File: src/rtl/phy_mode_regs.svh
// Register offsets, field positions, reset values and timing counts for the PHY mode block.
// Assumes a 10 MHz system clock and a 32-bit classic Wishbone slave port.
`ifndef PHY_MODE_REGS_SVH
`define PHY_MODE_REGS_SVH

// ----------------------------------------------------------------------------
// Register offsets (byte addresses)
// ----------------------------------------------------------------------------
`define PHY_MODE_CONTROL_OFS 8'h0c
`define EXT_MODE_CONTROL_OFS 8'h10
`define RX_SYNC_THRESH_OFS 8'h14
`define PHY_STATUS_OFS 8'h18
`define RADIO_CONTROL_OFS 8'h1c

// ----------------------------------------------------------------------------
// Field positions
// ----------------------------------------------------------------------------
`define FLD_RX_SAFE 7
`define FLD_IDLE_AVDD 6
`define FLD_SCRAM 5
`define FLD_RC_EN 4
`define FLD_MOD_SEL 3
`define FLD_CHIP_SEL 2
`define FLD_SHORT_ACK 2

// ----------------------------------------------------------------------------
// Reset values
// ----------------------------------------------------------------------------
`define PHY_MODE_CONTROL_RST 8'h24
`define EXT_MODE_CONTROL_RST 8'h00
`define RX_SYNC_THRESH_RST 8'h00

// ----------------------------------------------------------------------------
// Timing: clock rate, symbol periods in ns and symbol counts
// ----------------------------------------------------------------------------
`define CLK_HZ 10000000
`define SYM_NS_BPSK20 50000
`define SYM_NS_BPSK40 25000
`define SYM_NS_OQ400 40000
`define SYM_NS_OQ1000 16000
`define SYM_CYC(ns) (((ns) * (`CLK_HZ / 1000000)) / 1000)
`define ACK_LONG_SYM 12
`define ACK_SHORT_LOW_SYM 2
`define ACK_SHORT_HIGH_SYM 3
`define ED_NORMAL_SYM 8
`define ED_SHORT_SYM 2
`define HDR_SYMBOLS 12

`endif

File: src/rtl/phy_mode_pkg.sv
// Types shared by the PHY mode selection block.
// Assumes the register header supplies all numeric constants.
package phy_mode_pkg;

    // Modulation choice.
    typedef enum logic {
        MOD_BPSK = 1'b0,
        MOD_OQPSK = 1'b1
    } modulation_e;

    // Pulse shaping in use.
    typedef enum logic [1:0] {
        SHAPE_RC10 = 2'h0,
        SHAPE_SIN_RC02 = 2'h1,
        SHAPE_SIN = 2'h2,
        SHAPE_RC08 = 2'h3
    } shaping_e;

    // Resolved PHY configuration carried to the baseband.
    typedef struct packed {
        modulation_e modulation;
        logic high_chip;
        logic [1:0] spread_div;
        logic scramble;
        shaping_e shaping;
        logic high_rate;
        logic carrier_sense_ok;
    } phy_cfg_s;

    // Frame phase states, one-hot.
    typedef enum logic [2:0] {
        PH_IDLE = 3'b001,
        PH_HEADER = 3'b010,
        PH_PAYLOAD = 3'b100
    } phase_e;

endpackage

File: src/rtl/phy_mode_rate_select.sv
// PHY mode selection: register file, resolved mode, symbol tick, frame phase,
// acknowledgement and energy detection timers, and sync gating.
// Assumes one 10 MHz clock, a Wishbone classic master and a baseband that
// reports symbol boundaries and RSSI on the same clock.
//
// Decided for this implementation: the Wishbone interface to the registers.
`timescale 1ns/1ps
`include "phy_mode_regs.svh"

// Operation
// BPSK spreads at 300 or 600 kchip/s
// BPSK shaping is raised cosine 1.0
// O-QPSK chip rate 400 or 1000 kchip/s
// Low O-QPSK rate: half-sine plus RC-0.2
// High O-QPSK rate: half-sine or RC-0.8
// Base O-QPSK gives 100 or 250 kbit/s
// High rates shorten spreading by 2 or 4
// High rate spreading covers payload only
// Host changes mode only while radio idle
// Symbol period 50, 25, 40, 16 us
// High rate modes use base symbol period
// Ack time 2/3 short, else 12 symbols
// No sync below sensitivity threshold
// Scramble at 400/1000 unless disabled
// Automatic ED lasts 2 symbols at high rate
// Manual ED always lasts 8 symbols
// No carrier sense CCA at high rate
// Host discards LQI at high rate
// Modulation bit: 0 BPSK, 1 O-QPSK
// Chip bit selects higher or lower chip rate
// Rate field: base, double, quadruple; 3 reserved
// High chip rate shaping chosen by RC bit
// Spreading switches at first payload chip
module phy_mode_rate_select
    import phy_mode_pkg::*;
#(
    parameter int ADDR_W = 8
) (
    input wire logic clk_i,
    input wire logic reset_i,
    input wire logic wb_cyc_i,
    input wire logic wb_stb_i,
    input wire logic wb_we_i,
    input wire logic [ADDR_W-1:0] wb_adr_i,
    input wire logic [3:0] wb_sel_i,
    input wire logic [31:0] wb_dat_i,
    output logic [31:0] wb_dat_o,
    output logic wb_ack_o,
    input wire logic frame_start_i,
    input wire logic symbol_done_i,
    input wire logic frame_end_i,
    input wire logic [7:0] rssi_i,
    input wire logic sync_detect_i,
    input wire logic ack_start_i,
    input wire logic ed_auto_start_i,
    input wire logic ed_manual_start_i,
    output phy_cfg_s phy_cfg_o,
    output logic [1:0] active_spread_div_o,
    output logic symbol_tick_o,
    output logic sync_accept_o,
    output logic ack_due_o,
    output logic ed_busy_o,
    output logic ed_done_o
);

    // ------------------------------------------------------------------------
    // Constants
    // ------------------------------------------------------------------------
    // Symbol periods in clock cycles; all are whole at 10 MHz.
    localparam logic [15:0] CYC_BPSK20 = 16'(`SYM_CYC(`SYM_NS_BPSK20));
    localparam logic [15:0] CYC_BPSK40 = 16'(`SYM_CYC(`SYM_NS_BPSK40));
    localparam logic [15:0] CYC_OQ400 = 16'(`SYM_CYC(`SYM_NS_OQ400));
    localparam logic [15:0] CYC_OQ1000 = 16'(`SYM_CYC(`SYM_NS_OQ1000));

    // ------------------------------------------------------------------------
    // Registers
    // ------------------------------------------------------------------------
    logic [7:0] phy_mode_control_reg; // Mode bits.
    logic [7:0] extended_mode_control_reg; // Holds short acknowledgement bit.
    logic [7:0] receive_sync_threshold_reg; // Zero disables the threshold.
    logic radio_idle_state_reg; // Software sets while the radio is off.
    logic mode_write_blocked_reg; // Sticky: mode write tried while busy.
    phase_e phase_reg; // Frame phase.
    logic [15:0] sym_cnt_reg; // Symbol period divider.
    logic [4:0] hdr_cnt_reg; // Header symbols seen.
    logic [4:0] ack_cnt_reg; // Ack symbols remaining.
    logic ack_run_reg; // Ack timer active.
    logic [3:0] ed_cnt_reg; // ED symbols remaining.

    // Wishbone request decode.
    logic req;
    assign req = wb_cyc_i && wb_stb_i && !wb_ack_o;

    // ------------------------------------------------------------------------
    // Mode resolution
    // ------------------------------------------------------------------------
    logic mod_oq;
    logic chip_hi;
    logic [1:0] rate_sel;
    logic high_rate;
    logic [15:0] sym_period;
    assign mod_oq = phy_mode_control_reg[`FLD_MOD_SEL];
    assign chip_hi = phy_mode_control_reg[`FLD_CHIP_SEL];
    // Reserved rate value 3 falls back to the base rate so the link stays sane.
    assign rate_sel = (phy_mode_control_reg[1:0] == 2'h3) ? 2'h0 : phy_mode_control_reg[1:0];
    assign high_rate = mod_oq && (rate_sel != 2'h0);

    // Symbol period depends only on modulation and chip rate, never on the
    // payload rate, so high rate modes time with their base period.
    always_comb begin
        if (!mod_oq) begin
            sym_period = chip_hi ? CYC_BPSK40 : CYC_BPSK20;
        end else begin
            sym_period = chip_hi ? CYC_OQ1000 : CYC_OQ400;
        end
    end

    // ------------------------------------------------------------------------
    // Register writes
    // ------------------------------------------------------------------------
    // Mode writes are only honoured in the idle state; a write while busy is
    // dropped and flagged rather than corrupting a frame in flight.
    always_ff @(posedge clk_i) begin
        if (reset_i) begin
            phy_mode_control_reg <= `PHY_MODE_CONTROL_RST;
            extended_mode_control_reg <= `EXT_MODE_CONTROL_RST;
            receive_sync_threshold_reg <= `RX_SYNC_THRESH_RST;
            radio_idle_state_reg <= 1'b1;
            mode_write_blocked_reg <= 1'b0;
        end else if (req && wb_we_i && wb_sel_i[0]) begin
            case (wb_adr_i)
                `PHY_MODE_CONTROL_OFS: begin
                    if (radio_idle_state_reg) begin
                        phy_mode_control_reg <= wb_dat_i[7:0];
                    end else begin
                        mode_write_blocked_reg <= 1'b1;
                    end
                end
                `EXT_MODE_CONTROL_OFS: begin
                    extended_mode_control_reg <= wb_dat_i[7:0];
                end
                `RX_SYNC_THRESH_OFS: begin
                    receive_sync_threshold_reg <= wb_dat_i[7:0];
                end
                `PHY_STATUS_OFS: begin
                    // Writing one clears the blocked flag.
                    if (wb_dat_i[0]) begin
                        mode_write_blocked_reg <= 1'b0;
                    end
                end
                `RADIO_CONTROL_OFS: begin
                    radio_idle_state_reg <= wb_dat_i[0];
                end
                default: begin
                end
            endcase
        end
    end

    // ------------------------------------------------------------------------
    // Wishbone answer
    // ------------------------------------------------------------------------
    // Ack one cycle after the request; unmapped addresses read zero.
    always_ff @(posedge clk_i) begin
        if (reset_i) begin
            wb_ack_o <= 1'b0;
            wb_dat_o <= 32'h0000_0000;
        end else begin
            wb_ack_o <= req;
            wb_dat_o <= 32'h0000_0000;
            if (req && !wb_we_i) begin
                case (wb_adr_i)
                    `PHY_MODE_CONTROL_OFS: wb_dat_o <= {24'h00_0000, phy_mode_control_reg};
                    `EXT_MODE_CONTROL_OFS: wb_dat_o <= {24'h00_0000, extended_mode_control_reg};
                    `RX_SYNC_THRESH_OFS: wb_dat_o <= {24'h00_0000, receive_sync_threshold_reg};
                    `PHY_STATUS_OFS: wb_dat_o <= {26'h000_0000, phase_reg, ed_busy_o,
                        ack_run_reg, mode_write_blocked_reg};
                    `RADIO_CONTROL_OFS: wb_dat_o <= {31'h0000_0000, radio_idle_state_reg};
                    default: wb_dat_o <= 32'h0000_0000;
                endcase
            end
        end
    end

    // ------------------------------------------------------------------------
    // Resolved configuration
    // ------------------------------------------------------------------------
    // Registered copy of the mode so the baseband sees clean levels.
    always_ff @(posedge clk_i) begin
        if (reset_i) begin
            phy_cfg_o <= '0;
        end else begin
            phy_cfg_o.modulation <= mod_oq ? MOD_OQPSK : MOD_BPSK;
            phy_cfg_o.high_chip <= chip_hi;
            phy_cfg_o.spread_div <= mod_oq ? rate_sel : 2'h0;
            // Scrambler only at quadruple rate, default on.
            phy_cfg_o.scramble <= mod_oq && (rate_sel == 2'h2)
                && phy_mode_control_reg[`FLD_SCRAM];
            if (!mod_oq) begin
                phy_cfg_o.shaping <= SHAPE_RC10;
            end else if (!chip_hi) begin
                phy_cfg_o.shaping <= SHAPE_SIN_RC02;
            end else begin
                phy_cfg_o.shaping <= phy_mode_control_reg[`FLD_RC_EN]
                    ? SHAPE_RC08 : SHAPE_SIN;
            end
            phy_cfg_o.high_rate <= high_rate;
            phy_cfg_o.carrier_sense_ok <= !high_rate;
        end
    end

    // ------------------------------------------------------------------------
    // Symbol tick divider
    // ------------------------------------------------------------------------
    always_ff @(posedge clk_i) begin
        if (reset_i) begin
            sym_cnt_reg <= 16'h0000;
            symbol_tick_o <= 1'b0;
        end else if (sym_cnt_reg >= sym_period - 16'h0001) begin
            sym_cnt_reg <= 16'h0000;
            symbol_tick_o <= 1'b1;
        end else begin
            sym_cnt_reg <= sym_cnt_reg + 16'h0001;
            symbol_tick_o <= 1'b0;
        end
    end

    // ------------------------------------------------------------------------
    // Frame phase: header at base rate, payload at selected rate
    // ------------------------------------------------------------------------
    always_ff @(posedge clk_i) begin
        if (reset_i) begin
            phase_reg <= PH_IDLE;
            hdr_cnt_reg <= 5'h00;
        end else if (frame_end_i) begin
            phase_reg <= PH_IDLE;
        end else begin
            case (phase_reg)
                PH_IDLE: begin
                    if (frame_start_i) begin
                        phase_reg <= PH_HEADER;
                        hdr_cnt_reg <= 5'h00;
                    end
                end
                PH_HEADER: begin
                    if (symbol_done_i) begin
                        if (hdr_cnt_reg == 5'(`HDR_SYMBOLS - 1)) begin
                            phase_reg <= PH_PAYLOAD;
                        end
                        hdr_cnt_reg <= hdr_cnt_reg + 5'h01;
                    end
                end
                PH_PAYLOAD: begin
                end
                default: phase_reg <= PH_IDLE;
            endcase
        end
    end

    // Spreading in use right now: base rate outside the payload.
    always_ff @(posedge clk_i) begin
        if (reset_i) begin
            active_spread_div_o <= 2'h0;
        end else begin
            active_spread_div_o <= (phase_reg == PH_PAYLOAD && mod_oq) ? rate_sel : 2'h0;
        end
    end

    // ------------------------------------------------------------------------
    // Sync gating
    // ------------------------------------------------------------------------
    always_ff @(posedge clk_i) begin
        if (reset_i) begin
            sync_accept_o <= 1'b0;
        end else begin
            sync_accept_o <= sync_detect_i && (receive_sync_threshold_reg == 8'h00
                || rssi_i >= receive_sync_threshold_reg);
        end
    end

    // ------------------------------------------------------------------------
    // Acknowledgement timer
    // ------------------------------------------------------------------------
    always_ff @(posedge clk_i) begin
        if (reset_i) begin
            ack_run_reg <= 1'b0;
            ack_cnt_reg <= 5'h00;
            ack_due_o <= 1'b0;
        end else begin
            ack_due_o <= 1'b0;
            if (ack_start_i) begin
                ack_run_reg <= 1'b1;
                if (extended_mode_control_reg[`FLD_SHORT_ACK] && high_rate) begin
                    ack_cnt_reg <= chip_hi ? 5'(`ACK_SHORT_HIGH_SYM)
                        : 5'(`ACK_SHORT_LOW_SYM);
                end else begin
                    ack_cnt_reg <= 5'(`ACK_LONG_SYM);
                end
            end else if (ack_run_reg && symbol_tick_o) begin
                if (ack_cnt_reg == 5'h01) begin
                    ack_run_reg <= 1'b0;
                    ack_due_o <= 1'b1;
                end
                ack_cnt_reg <= ack_cnt_reg - 5'h01;
            end
        end
    end

    // ------------------------------------------------------------------------
    // Energy detection timer
    // ------------------------------------------------------------------------
    always_ff @(posedge clk_i) begin
        if (reset_i) begin
            ed_busy_o <= 1'b0;
            ed_cnt_reg <= 4'h0;
            ed_done_o <= 1'b0;
        end else begin
            ed_done_o <= 1'b0;
            if (ed_manual_start_i) begin
                ed_busy_o <= 1'b1;
                ed_cnt_reg <= 4'(`ED_NORMAL_SYM);
            end else if (ed_auto_start_i) begin
                ed_busy_o <= 1'b1;
                ed_cnt_reg <= high_rate ? 4'(`ED_SHORT_SYM) : 4'(`ED_NORMAL_SYM);
            end else if (ed_busy_o && symbol_tick_o) begin
                if (ed_cnt_reg == 4'h1) begin
                    ed_busy_o <= 1'b0;
                    ed_done_o <= 1'b1;
                end
                ed_cnt_reg <= ed_cnt_reg - 4'h1;
            end
        end
    end
endmodule

File: config.mk
export PLATFORM = sky130hd
export DESIGN_NAME = phy_mode_rate_select
export DESIGN_NICKNAME = d
export VERILOG_FILES = /design/src/rtl/phy_mode_pkg.sv /design/src/rtl/phy_mode_rate_select.sv
export VERILOG_INCLUDE_DIRS = /design/src /design/src/rtl
export SDC_FILE = /design/constraint.sdc
export NUM_CORES = 1
export LEC_CHECK = 0
export BUFFER_PORTS_ARGS = -buffer_cell sky130_fd_sc_hd__buf_2
export CORE_MARGIN = 10
export CORE_UTILIZATION = 47
export CTS_CLUSTER_DIAMETER = 200
export CTS_CLUSTER_SIZE = 12
export DETAILED_ROUTE_END_ITERATION = 8
export PLACE_DENSITY_LB_ADDON = 0.25
export SLEW_MARGIN = 5
export SYNTH_ARGS = -nofsm -noshare
export SYNTH_HDL_FRONTEND = slang
export SYNTH_SLANG_ARGS = --single-unit
export TNS_END_PERCENT = 5
File: constraint.sdc
create_clock -name clk_i -period 2.5 [get_ports clk_i]
set_input_delay 0.25 -clock clk_i [delete_from_list [all_inputs] [get_ports clk_i]]
set_output_delay 0.25 -clock clk_i [all_outputs]
set_load 0.01 [all_outputs]
### Word-level counts from Yosys, hierarchy flattened

Cells that the tools add are included.

| operators by class | value |
|---|---|
| $add $sub $neg | 5 |
| $lt $le $gt $ge | 2 |
| mux-type cells | 36 |
| eq/ne operators | 18 |
| bitwise logic cells | 8 |
| reduce and logical (&&, ||, !) cells | 44 |

Operators by type and width:

| cell | number |
|---|---|
| $pmux 8 s5 | 1 |
| $eq 8x5->1 const B | 4 |
| $mux 9 | 3 |
| $mux 4 | 5 |
| $mux 5 | 4 |
| $add 16x1->16 const B | 1 |
| $ge 16x16->1 | 1 |
| $mux 1 | 16 |
| $sub 16x1->16 const B | 1 |
| $logic_and 1x1->1 | 13 |
| $reduce_and 4->1 | 3 |
| $reduce_bool 2->1 | 6 |
| $reduce_or 2->1 | 6 |
| $ne 2x2->1 const B | 5 |
| $pmux 5 s2 | 1 |
| $reduce_and 2->1 | 5 |
| $mux 3 | 3 |
| $pmux 3 s3 | 1 |
| $eq 8x4->1 const B | 1 |
| $ge 8x8->1 | 1 |
| $logic_not 8->1 | 1 |
| $not 1->1 | 8 |
| $reduce_bool 3->1 | 2 |
| $reduce_or 3->1 | 2 |
| other kinds (16) | 19 |

| storage, ports and cells | value |
|---|---|
| register bits after elaboration | 109 |
| word-level logic and storage cells | 141 |
| output and inout port bits | 49 |

### Depth between registers and ports, before layout

Gate-level depths: netlist of run 1.

| depth | value |
|---|---|
| depth in word-level cells | 7 |
| gate-level depth with buffers | 10 |

### Worst setup path before layout of run 1

No wires, ideal clock.

| timing path | value |
|---|---|
| path kind | register -> register |
| start point | register phy_mode_control_reg[3] |
| end point | register sym_cnt_reg[2] |
| stages on the path, launching flop included | 11 |
| required time | 2.436 ns |
| arrival | 2.428 ns |
| setup time | 0.064 ns |
| period minus slack after synthesis | 2.492 ns |
| slack | 0.008 ns |
| cell sequence | dfxtp_1 > clkbuf_1 > or2_2 > ha_1 > ha_1 > a41oi_1 > o21ai_0 > a211o_1 > or3_1 > buf_2 > nor2_1 |

| between the ends | value |
|---|---|
| cells in the longest elaborated chain, start to end | 4 |

RTL lines:

| element | line | text |
|---|---|---|
| from (decl) | phy_mode_rate_select.sv:78 | `logic [7:0] phy_mode_control_reg;` |
| from (signal assigned) | phy_mode_rate_select.sv:125 | `` phy_mode_control_reg <= `PHY_MODE_CONTROL_RST; `` |
| from (signal assigned) | phy_mode_rate_select.sv:134 | `phy_mode_control_reg <= wb_dat_i[7:0];` |
| $mux 9 | phy_mode_rate_select.sv:111 | `if (!mod_oq) begin` |
| $sub 16x1->16 | phy_mode_rate_select.sv:219 | `end else if (sym_cnt_reg >= sym_period - 16'h0001) begin` |
| $ge 16x16->1 | phy_mode_rate_select.sv:219 |  |
| $reduce_or 2->1 (no source line) | n/a |  |
| to (signal assigned) | phy_mode_rate_select.sv:223 | `sym_cnt_reg <= sym_cnt_reg + 16'h0001;` |
| to (decl) | phy_mode_rate_select.sv:84 | `logic [15:0] sym_cnt_reg;` |

Every way passes these cells.
A chain may end at the register's enable or synchronous reset.

### Final worst setup path of run 1

| timing path | value |
|---|---|
| start point | register phy_mode_control_reg[3] |
| end point | register sym_cnt_reg[5] |

The elaborated chain is that of the path after synthesis.

==> results.json, run 1 <==
{
  "p_leak_nw": 1.98,
  "pin_count": 113,
  "grt_start_max_net_pins": 27,
  "max_slew.worst_pin.slew_ps": 809,
  "ant_nets": 0,
  "switching_share_pct": 21.9,
  "grt_use_total_pct": 13.9,
  "worstPathRequired_ps": 2790,
  "dieHeight_um": 112,
  "synth-seq-cells": 85,
  "yosysTopAreaCell": "dfxtp_1",
  "critPathSlowestCell": "or3_4",
  "power_frac_seq_pct": 52.3,
  "synth_edf_count": 0,
  "clkLatencyLatePin_ps": 350,
  "grt_antenna_before_repair": 0,
  "netlist_area_um2": 3990,
  "combPwrFrac_pct": 6.8,
  "synth_top_area_share_pct": 42.6,
  "rows": 33,
  "crit_top_cell": "ha_1",
  "cts-root-buf": "clkbuf_8",
  "p_clk_share_pct": 40.9,
  "fin_crit_ps": 2360,
  "p_int_mw": 2.08,
  "critPathMaxFanout": 10,
  "p_switching_uw": 582,
  "largest_reg_flops": 16,
  "fmax_mhz": 424,
  "slowest_delay_ps": 390,
  "start_kind": "flop",
  "yosysWarnings": 0,
  "critical_path.endpoint_type": "flop",
  "hp-class": "in2reg",
  "start_util_pct": 48.3,
  "rsz0062_at_grt": "true",
  "yosysSeqAreaShare_pct": 42.6,
  "drtIter0Drc": 114,
  "status": "finished clean",
  "synthArstFlopShare_pct": 0,
  "post-route-util_pct": 55.5,
  "totalWireLength_mm": 8.88,
  "firstDrtPassIters": 4,
  "fillers": 795,
  "maxSlewViolCount": 0,
  "diodes": 0,
  "via_per_inst": 5.07,
  "drc": 0,
  "dieArea_um2": 12600,
  "synth_area_leaders": "dfxtp_1, ha_1, buf_4, nor2_1, a21oi_1",
  "drv_cap": 0,
  "avgRoutedWirePerCell_um": 14.1,
  "synth_area_per_cell_um2": 8.85,
  "drive_above_1_share_pct": 18.1,
  "dp_hpwl_mm": 6.88,
  "cp_cell_sequence": "or2_2 > ha_1 > ha_1 > a41oi_1 > o21ai_1 > a211o_1 > or3_4 > nor2_1",
  "p_per_area_nw_per_um2": 582,
  "nets": 610,
  "via_count": 3187,
  "cts.sinks": 85,
  "gp_congestion": 0.819,
  "synth.distinct_cells": 50,
  "clockBufferDepth": 2,
  "cts_tree": "built",
  "grt_pass1_vias": 3140,
  "slew-limit-headroom_pct": 45.4,
  "core-area_um2": 8260,
  "post_cts_buffers": 0,
  "dp.cells": 614,
  "final_cells": 629,
  "setup_viol": 0,
  "clkTransAtPathRegs_ps": 80,
  "cp.arrival_ps": 2650,
  "hold_viol": 0,
  "synth_top_flop_cell": "dfxtp_1",
  "synthCells": 451,
  "ir_worst_vdd_uv": 393,
  "h-tree-depth": 3,
  "grt.overflow.total": 0,
  "port_buffers": 61,
  "die_x_um": 112,
  "critical_path_class": "reg2reg",
  "grt_pass1_wl_mm": 14.8,
  "fin_crit_sh_pct": 94.4,
  "fin_skew_ps": 3.93,
  "areaGrowthSynthToFinish_pct": 14.7,
  "cts_buffers": 9
}
## power groups by stage
stage               clock [mW]  sequential [mW]  combinational [mW]
global placement             0             1.42               0.174
finish                    1.09             1.39               0.181
global route              1.18             1.40               0.204
CTS                       1.11             1.39               0.180
detailed placement           0             1.42               0.179
floorplan                    0             1.42               0.135
## worst max-delay path: cells and delay by family, from the launching register on
family	cells	cell delay, ps
AOI/OAI and AO/OA	3	550
and+or+nand+nor	3	830
DFF	1	330
adders and majority gates	2	590
## cells in the final DEF (no fill, tap or decap), types with 2 or more instances in the layout
cell | netlist | routed
xnor2_1 | 9 | 9
inv_1 | 23 | 23
nor2_1 | 46 | 46
dfxtp_1 | 85 | 85
and2_1 | 5 | 5
nand3_1 | 27 | 27
o21ai_0 | 10 | 9
o31ai_1 | 2 | 2
buf_4 | 24 | 7
mux2i_1 | 10 | 10
nand4_1 | 3 | 3
nand3b_1 | 4 | 4
a22oi_1 | 9 | 9
mux2_2 | 4 | 4
xor2_1 | 10 | 10
nor4_1 | 7 | 7
a2bb2oi_1 | 4 | 4
nor3_1 | 7 | 6
nand2_1 | 44 | 44
nor2b_1 | 7 | 7
clkbuf_8 | 0 | 12
o21a_1 | 2 | 2
a21oi_1 | 34 | 34
conb_1 | 1 | 31
buf_2 | 7 | 61
ha_1 | 26 | 26
bufinv_16 | 0 | 2
and3_1 | 5 | 5
nand2b_1 | 4 | 4
a211oi_1 | 2 | 2
a211o_1 | 2 | 2
## logic make-up after synthesis
family          after synthesis  synth area share [%]
fa+ha+maj                    26                  8.15
mux                          14                  3.64
flops                        85                  42.6
simple gates                170                  21.3
compound gates               73                  11.4
xor+xnor                     19                  4.17
buf+inv                      63                  8.59
other cells                   1                0.0939
## synthesized netlist by cell type (2+ instances only)
master,count
dfxtp_1,85
nor2_1,46
nand2_1,44
a21oi_1,34
nand3_1,27
ha_1,26
buf_4,24
inv_1,23
mux2i_1,10
o21ai_0,10
xor2_1,10
a22oi_1,9
xnor2_1,9
buf_2,7
nor2b_1,7
nor3_1,7
nor4_1,7
and2_1,5
and3_1,5
clkbuf_1,5
a2bb2oi_1,4
mux2_2,4
nand2b_1,4
nand3b_1,4
buf_1,3
nand4_1,3
a211o_1,2
a211oi_1,2
o21a_1,2
o31ai_1,2
or3_1,2
## final timing paths
path / from / to / slack [ps] / cells past startpoint
max: phy_mode_control_reg[3]$_SDFFE_PP0P_ / sym_cnt_reg[5]$_SDFF_PP0_ / 140 / 8
min: ed_manual_start_i / ed_cnt_reg[1]$_SDFFE_PP0P_ / 110 / 2
max reg2reg: phy_mode_control_reg[3]$_SDFFE_PP0P_ / sym_cnt_reg[5]$_SDFF_PP0_ / 140 / 8
min reg2reg: extended_mode_control_reg[6]$_SDFFE_PP0P_ / extended_mode_control_reg[6]$_SDFFE_PP0P_ / 460 / 2
## metal layers
metal,track usage (%),up-vias,wire length [um]
li1,-,1633,-
met1,16.0,1482,3900
met2,23.4,61,4320
met3,5.22,11,542
met4,4.06,0,112
met5,0,-,0
## stage by stage
| step | worst slack (ps) | hold WS [ps] | area (um2) | power [mW] | setup TNS [ps] |
|---|---|---|---|---|---|
| global route | -7.76 | 102 | 4580 | 2.78 | -7.76 |
| global placement | 60.1 | 439 | 4340 | 1.60 | 0 |
| floorplan | 7.55 | 326 | 4110 | 1.56 | 0 |
| finish | 141 | 108 | 4580 | 2.67 | 0 |
| CTS | 61.2 | 96.3 | 4580 | 2.69 | 0 |
| detailed placement | -32.4 | 448 | 4340 | 1.60 | -39.4 |
## repair_timing
action | CTS | global route
endpoints found under the setup margin | 8 | 10
hold buffers | 0 | 0
pin swaps | 0 | 1
resized for setup | 1 | 1
## area by class of cell
type                            count  area [um2]  share of cell area [%]
Clock buffer                       12         165                    3.61
Clock inverter                      3        67.6                    1.48
Inverter                           23        86.3                    1.88
Multi-Input combinational cell    333        2070                    45.2
Sequential cell                    85        1700                    37.1
Tap cell                          105         131                    2.87
Timing Repair Buffer               68         358                    7.81
Power figures use the tool's default switching activity.
==> inputs of run 2 (changes only) <==
CORE_UTILIZATION = 49   (was 47)
CTS_BUF_LIST = sky130_fd_sc_hd__clkbuf_8   (was default)
==> results.json, run 2 (synthesized netlist as in run 1, its figures left out) <==
{
  "status": "finished clean",
  "grt_pass1_vias": 3086,
  "fin_crit_sh_pct": 92.6,
  "final_cell_mix": "dfxtp_1, buf_2, nor2_1, nand2_1, a21oi_1",
  "layout_commonest_cell": "dfxtp_1",
  "grt_antenna_before_repair": 0,
  "dieHeight_um": 110,
  "rr_startpoint": "phy_mode_control_reg[3]$_SDFFE_PP0P_",
  "clkTransAtPathRegs_ps": 80,
  "min_path_cells": 2,
  "core-area_um2": 7810,
  "slowest_delay_ps": 380,
  "use_met1_pct": 17.1,
  "maxSlewViolCount": 0,
  "diodes": 0,
  "cp_cell_sequence": "or2_2 > ha_1 > ha_1 > a41oi_2 > o21ai_1 > a211o_1 > or3_4 > nor2_1",
  "totalWireLength_mm": 8.85,
  "clkLatencyLatePin_ps": 350,
  "cp_num_buf_inv": 0,
  "rows": 32,
  "critical_path_class": "reg2reg",
  "via_per_inst": 5.08,
  "busiest_layer": "met2",
  "hp-class": "in2reg",
  "start_util_pct": 51.1,
  "fmax_mhz": 432,
  "avgRoutedWirePerCell_um": 14.1,
  "drc": 0,
  "critPathSlowestCell": "or3_4",
  "clockBufferDepth": 2,
  "globalRouteMet2Util_pct": 24.1,
  "nets": 611,
  "port_buffers": 61,
  "gp_congestion": 0.802,
  "slew-limit-headroom_pct": 43.8,
  "p_per_area_nw_per_um2": 556,
  "fin_tns_setup_ps": 0,
  "hold_start": "ed_manual_start_i",
  "drtIter0Drc": 162,
  "cp.arrival_ps": 2610,
  "max_slew.worst_pin.slew_ps": 832,
  "cpLargestDelayFamily": "simple AND/OR/NAND/NOR gates",
  "grt_start_max_net_pins": 32,
  "setup_viol": 0,
  "start_kind": "flop",
  "firstDrtPassIters": 4,
  "min_to": "ed_cnt_reg[1]$_SDFFE_PP0P_",
  "largest_reg_flops": 16,
  "dieArea_um2": 12200,
  "grt_pass1_wl_mm": 14.2,
  "h-tree-depth": 3,
  "p_leak_nw": 1.96,
  "dp_hpwl_mm": 6.79,
  "hold_viol": 0,
  "r2r-end": "sym_cnt_reg[9]$_SDFF_PP0_",
  "fin_crit_ps": 2320,
  "rsz0062_at_grt": "false",
  "cts.sinks": 85,
  "ant_nets": 0,
  "critPathMaxFanout": 5,
  "ir_worst_vdd_uv": 314,
  "areaGrowthSynthToFinish_pct": 14.3,
  "final_cells": 628,
  "cts-root-buf": "clkbuf_8",
  "post_cts_buffers": 0,
  "worstPathRequired_ps": 2790,
  "cts_buffers": 9,
  "worstRegToRegCells": 8,
  "critical_path.endpoint_type": "flop",
  "cts_hold_buffers": 0,
  "grt_use_total_pct": 14.4,
  "via_count": 3189,
  "fin_skew_ps": 5.04,
  "drv_cap": 0,
  "met3_usage_pct": 4.70,
  "die_x_um": 110,
  "drive_above_1_share_pct": 18.6,
  "crit_top_cell": "ha_1",
  "grt.overflow.total": 0,
  "dp.cells": 611,
  "pin_count": 113,
  "rrSetupSlack_ps": 180,
  "cts_tree": "built"
}
-- run 2: changes by cell type in the layout (fill, tap and decap cells not counted) --
cell and delta:
clkbuf_8 -2, clkinv_2 +2, clkinvlp_4 +2, a41oi_1 -1, a41oi_2 +1, bufinv_16 -1, or3_4 +1
-- run 2: through the flow --
stage	total power, mW	util [%]	setup WS [ps]	hold slack (ps)	cell area, um2
final	2.54	58.4	184	97.2	4560
after global routing	2.64	58.4	43.2	95.8	4560
after CTS	2.56	58.2	105	81.5	4540
after detailed placement	1.60	55.6	14.8	444	4340
after global placement	1.60	55.6	68.3	439	4340
after floorplan	1.56	-	7.55	326	4110
-- run 2: cell type report --
cell class                      instances  area [um2]
Fill cell                             744        3240
Timing Repair Buffer                   68         358
Sequential cell                        85        1700
Clock buffer                           10         138
Tap cell                              102         128
Clock inverter                          6        62.6
Multi-Input combinational cell        334        2090
Inverter                               23        86.3
-- run 2: worst register-to-register path: stages, from the launching register on --
cell and delay [ps]:
dfxtp_1 310, or2_2 310, ha_1 300, ha_1 300, a41oi_2 170, o21ai_1 90
a211o_1 300, or3_4 380, nor2_1 110
-- run 2: worst max-delay path by stage --
stage / end / startpoint / depth (start not counted) / slack, ps
floorplan: sym_cnt_reg[2]$_SDFF_PP0_ / phy_mode_control_reg[3]$_SDFFE_PP0P_ / 10 / 8
global placement: sym_cnt_reg[7]$_SDFF_PP0_ / phy_mode_control_reg[3]$_SDFFE_PP0P_ / 8 / 70
detailed placement: sym_cnt_reg[8]$_SDFF_PP0_ / phy_mode_control_reg[3]$_SDFFE_PP0P_ / 8 / 10
CTS: sym_cnt_reg[9]$_SDFF_PP0_ / phy_mode_control_reg[3]$_SDFFE_PP0P_ / 8 / 100
global route: sym_cnt_reg[3]$_SDFF_PP0_ / phy_mode_control_reg[3]$_SDFFE_PP0P_ / 9 / 40
finish: sym_cnt_reg[9]$_SDFF_PP0_ / phy_mode_control_reg[3]$_SDFFE_PP0P_ / 8 / 180
-- run 2: report_power, final --
group / total, mW / internal, mW / switching, mW
Clock: 0.964 / 0.485 / 0.479
Combinational: 0.180 / 0.0703 / 0.110
Sequential: 1.39 / 1.37 / 0.0188
Total: 2.54 / 1.93 / 0.608
-- run 2: what timing repair did --
action	CTS	global route
setup endpoints to repair	1	10
cloned	0	1
resized for setup	1	3
pin swaps	0	1
-- run 2: routing by layer --
layer | share of wire, % | vias to the layer above
met2 | 48 | 88
met3 | 8.3 | 5
met1 | 43 | 1453
met5 | 0 | -
met4 | 0.66 | 0
li1 | - | 1643
==> inputs of run 3 (changes only) <==
PLACE_DENSITY_LB_ADDON = 0.08   (was 0.25)
==> results.json, run 3 (synthesized netlist as in run 1, its figures left out) <==
{
  "fin_skew_ps": 9.39,
  "cts.sinks": 85,
  "diodes": 0,
  "max_slew.worst_pin.slew_ps": 898,
  "critical_path_class": "reg2reg",
  "post_cts_buffers": 0,
  "areaGrowthSynthToFinish_pct": 15.1,
  "via_count": 3215,
  "drv_cap": 0,
  "pin_count": 113,
  "grt_antenna_before_repair": 0,
  "dpl-instance-area_um2": 4340,
  "power.total_mw": 2.69,
  "cp.arrival_ps": 2670,
  "status": "finished clean",
  "drc": 0,
  "r2r-end": "sym_cnt_reg[4]$_SDFF_PP0_",
  "grt_start_max_net_pins": 29,
  "avgRoutedWirePerCell_um": 14.7,
  "p_per_area_nw_per_um2": 585,
  "cp_cell_sequence": "or2_2 > ha_1 > ha_1 > a41oi_2 > o21ai_1 > a211o_1 > or3_4 > nor2_1",
  "grt.overflow.total": 0,
  "setup_viol": 0,
  "dp.cells": 611,
  "fin_crit_sh_pct": 94.9,
  "clkLatencyLatePin_ps": 350,
  "maxSlewViolCount": 0,
  "h-tree-depth": 3,
  "drtIter0Drc": 86,
  "ir_worst_vdd_uv": 317,
  "cts_buffers": 9,
  "gp_congestion": 0.798,
  "layout_commonest_cell": "dfxtp_1",
  "fillers": 759,
  "via_per_inst": 5.13,
  "cts-root-buf": "clkbuf_8",
  "min_to": "ed_cnt_reg[1]$_SDFFE_PP0P_",
  "start_util_pct": 51.1,
  "critPathSlowestCell": "or3_4",
  "rsz0062_at_grt": "false",
  "core-area_um2": 7810,
  "cts_tree": "built",
  "rows": 32,
  "nets": 611,
  "fin_crit_ps": 2370,
  "fmax_mhz": 421,
  "worstPathRequired_ps": 2790,
  "hold_viol": 0,
  "hold_start": "ed_manual_start_i",
  "port_buffers": 61,
  "final_cells": 627,
  "totalWireLength_mm": 9.23,
  "critical_path.endpoint_type": "flop",
  "rrSetupSlack_ps": 130,
  "post-route-util_pct": 58.9,
  "cts_hold_buffers": 0,
  "worstRegToRegCells": 8,
  "grt_pass1_wl_mm": 14.9,
  "dieArea_um2": 12200,
  "dieHeight_um": 110,
  "fin_hold_ws_ps": 95.5,
  "slowest_delay_ps": 370,
  "die_x_um": 110,
  "drive_above_1_share_pct": 18.5,
  "p_leak_nw": 1.99,
  "start_kind": "flop",
  "min_path_cells": 2,
  "grt_pass1_vias": 3140,
  "post-route-cell-area_um2": 4600,
  "dp_hpwl_mm": 7.03,
  "critPathMaxFanout": 5,
  "clockBufferDepth": 2,
  "hp-class": "in2reg",
  "rr_startpoint": "phy_mode_control_reg[3]$_SDFFE_PP0P_",
  "largest_reg_flops": 16,
  "clkTransAtPathRegs_ps": 80,
  "final_cell_mix": "dfxtp_1, buf_2, nor2_1, nand2_1, a21oi_1",
  "ant_nets": 0,
  "slew-limit-headroom_pct": 39.4,
  "firstDrtPassIters": 4,
  "crit_top_cell": "ha_1",
  "grt_use_total_pct": 15.2
}
-- run 3: cell types whose count changed in the layout (fill, tap and decap cells not counted), sizes merged --
cell      previous run  this run
clkinvlp             3         1
clkinv               2         0
bufinv               1         2
clkbuf              10        12
-- run 3: metrics by stage --
| stage | setup TNS, ps | setup slack, ps |
|---|---|---|
| floorplan | 0 | 7.55 |
| global placement | 0 | 34.0 |
| CTS | 0 | 14.2 |
| finish | 0 | 127 |
| global route | 0 | 6.93 |
| detailed placement | -517 | -82.6 |
-- run 3: worst max-delay path, delay by kind of cell (launching register included) --
family / cells / cell delay, ps
and+or+nand+nor: 3 / 820
adders and majority gates: 2 / 610
DFF: 1 / 330
AOI/OAI and AO/OA: 3 / 560
-- run 3: layer usage --
layer / share of wire, % / vias to the layer above / GRT usage (%)
li1: - / 1634 / -
met1: 44 / 1491 / 18.8
met2: 47 / 75 / 24.3
met3: 7.9 / 15 / 4.53
met4: 1.8 / 0 / 6.33
met5: 0 / - / 0
-- run 3: how the worst max path moves through the flow --
stage / start / endpoint / slack, ps / depth (start not counted)
6_report: phy_mode_control_reg[3]$_SDFFE_PP0P_ / sym_cnt_reg[4]$_SDFF_PP0_ / 130 / 8
5_1_grt: phy_mode_control_reg[3]$_SDFFE_PP0P_ / sym_cnt_reg[4]$_SDFF_PP0_ / 7 / 8
4_1_cts: phy_mode_control_reg[3]$_SDFFE_PP0P_ / sym_cnt_reg[4]$_SDFF_PP0_ / 10 / 8
3_5_place_dp: phy_mode_control_reg[3]$_SDFFE_PP0P_ / sym_cnt_reg[4]$_SDFF_PP0_ / -80 / 8
3_3_place_gp: phy_mode_control_reg[3]$_SDFFE_PP0P_ / sym_cnt_reg[9]$_SDFF_PP0_ / 30 / 8
2_1_floorplan: phy_mode_control_reg[3]$_SDFFE_PP0P_ / sym_cnt_reg[2]$_SDFF_PP0_ / 8 / 10
-- run 3: power by group --
| part | internal, mW | total [mW] | switching [mW] | leakage (nW) |
|---|---|---|---|---|
| clock | 0.639 | 1.12 | 0.478 | 0.115 |
| sequential | 1.37 | 1.39 | 0.0188 | 0.691 |
| combinational | 0.0701 | 0.181 | 0.111 | 1.18 |
-- run 3: layout make-up --
type	count	area, um2	share of cell area [%]
multi-input cells	334	2090	45.5
flip-flops and latches	85	1700	37.0
repair buffers	68	358	7.79
clock buffers	12	165	3.59
well taps	102	128	2.78
inverters	23	86.3	1.88
clock inverters	3	67.6	1.47
-- run 3: repair_timing --
action | in CTS | in global routing
pin swaps | 0 | 1
endpoints found under the hold margin | 0 | 0
setup endpoints to repair | 10 | 10
gates cloned | 0 | 1
resized for setup | 1 | 3
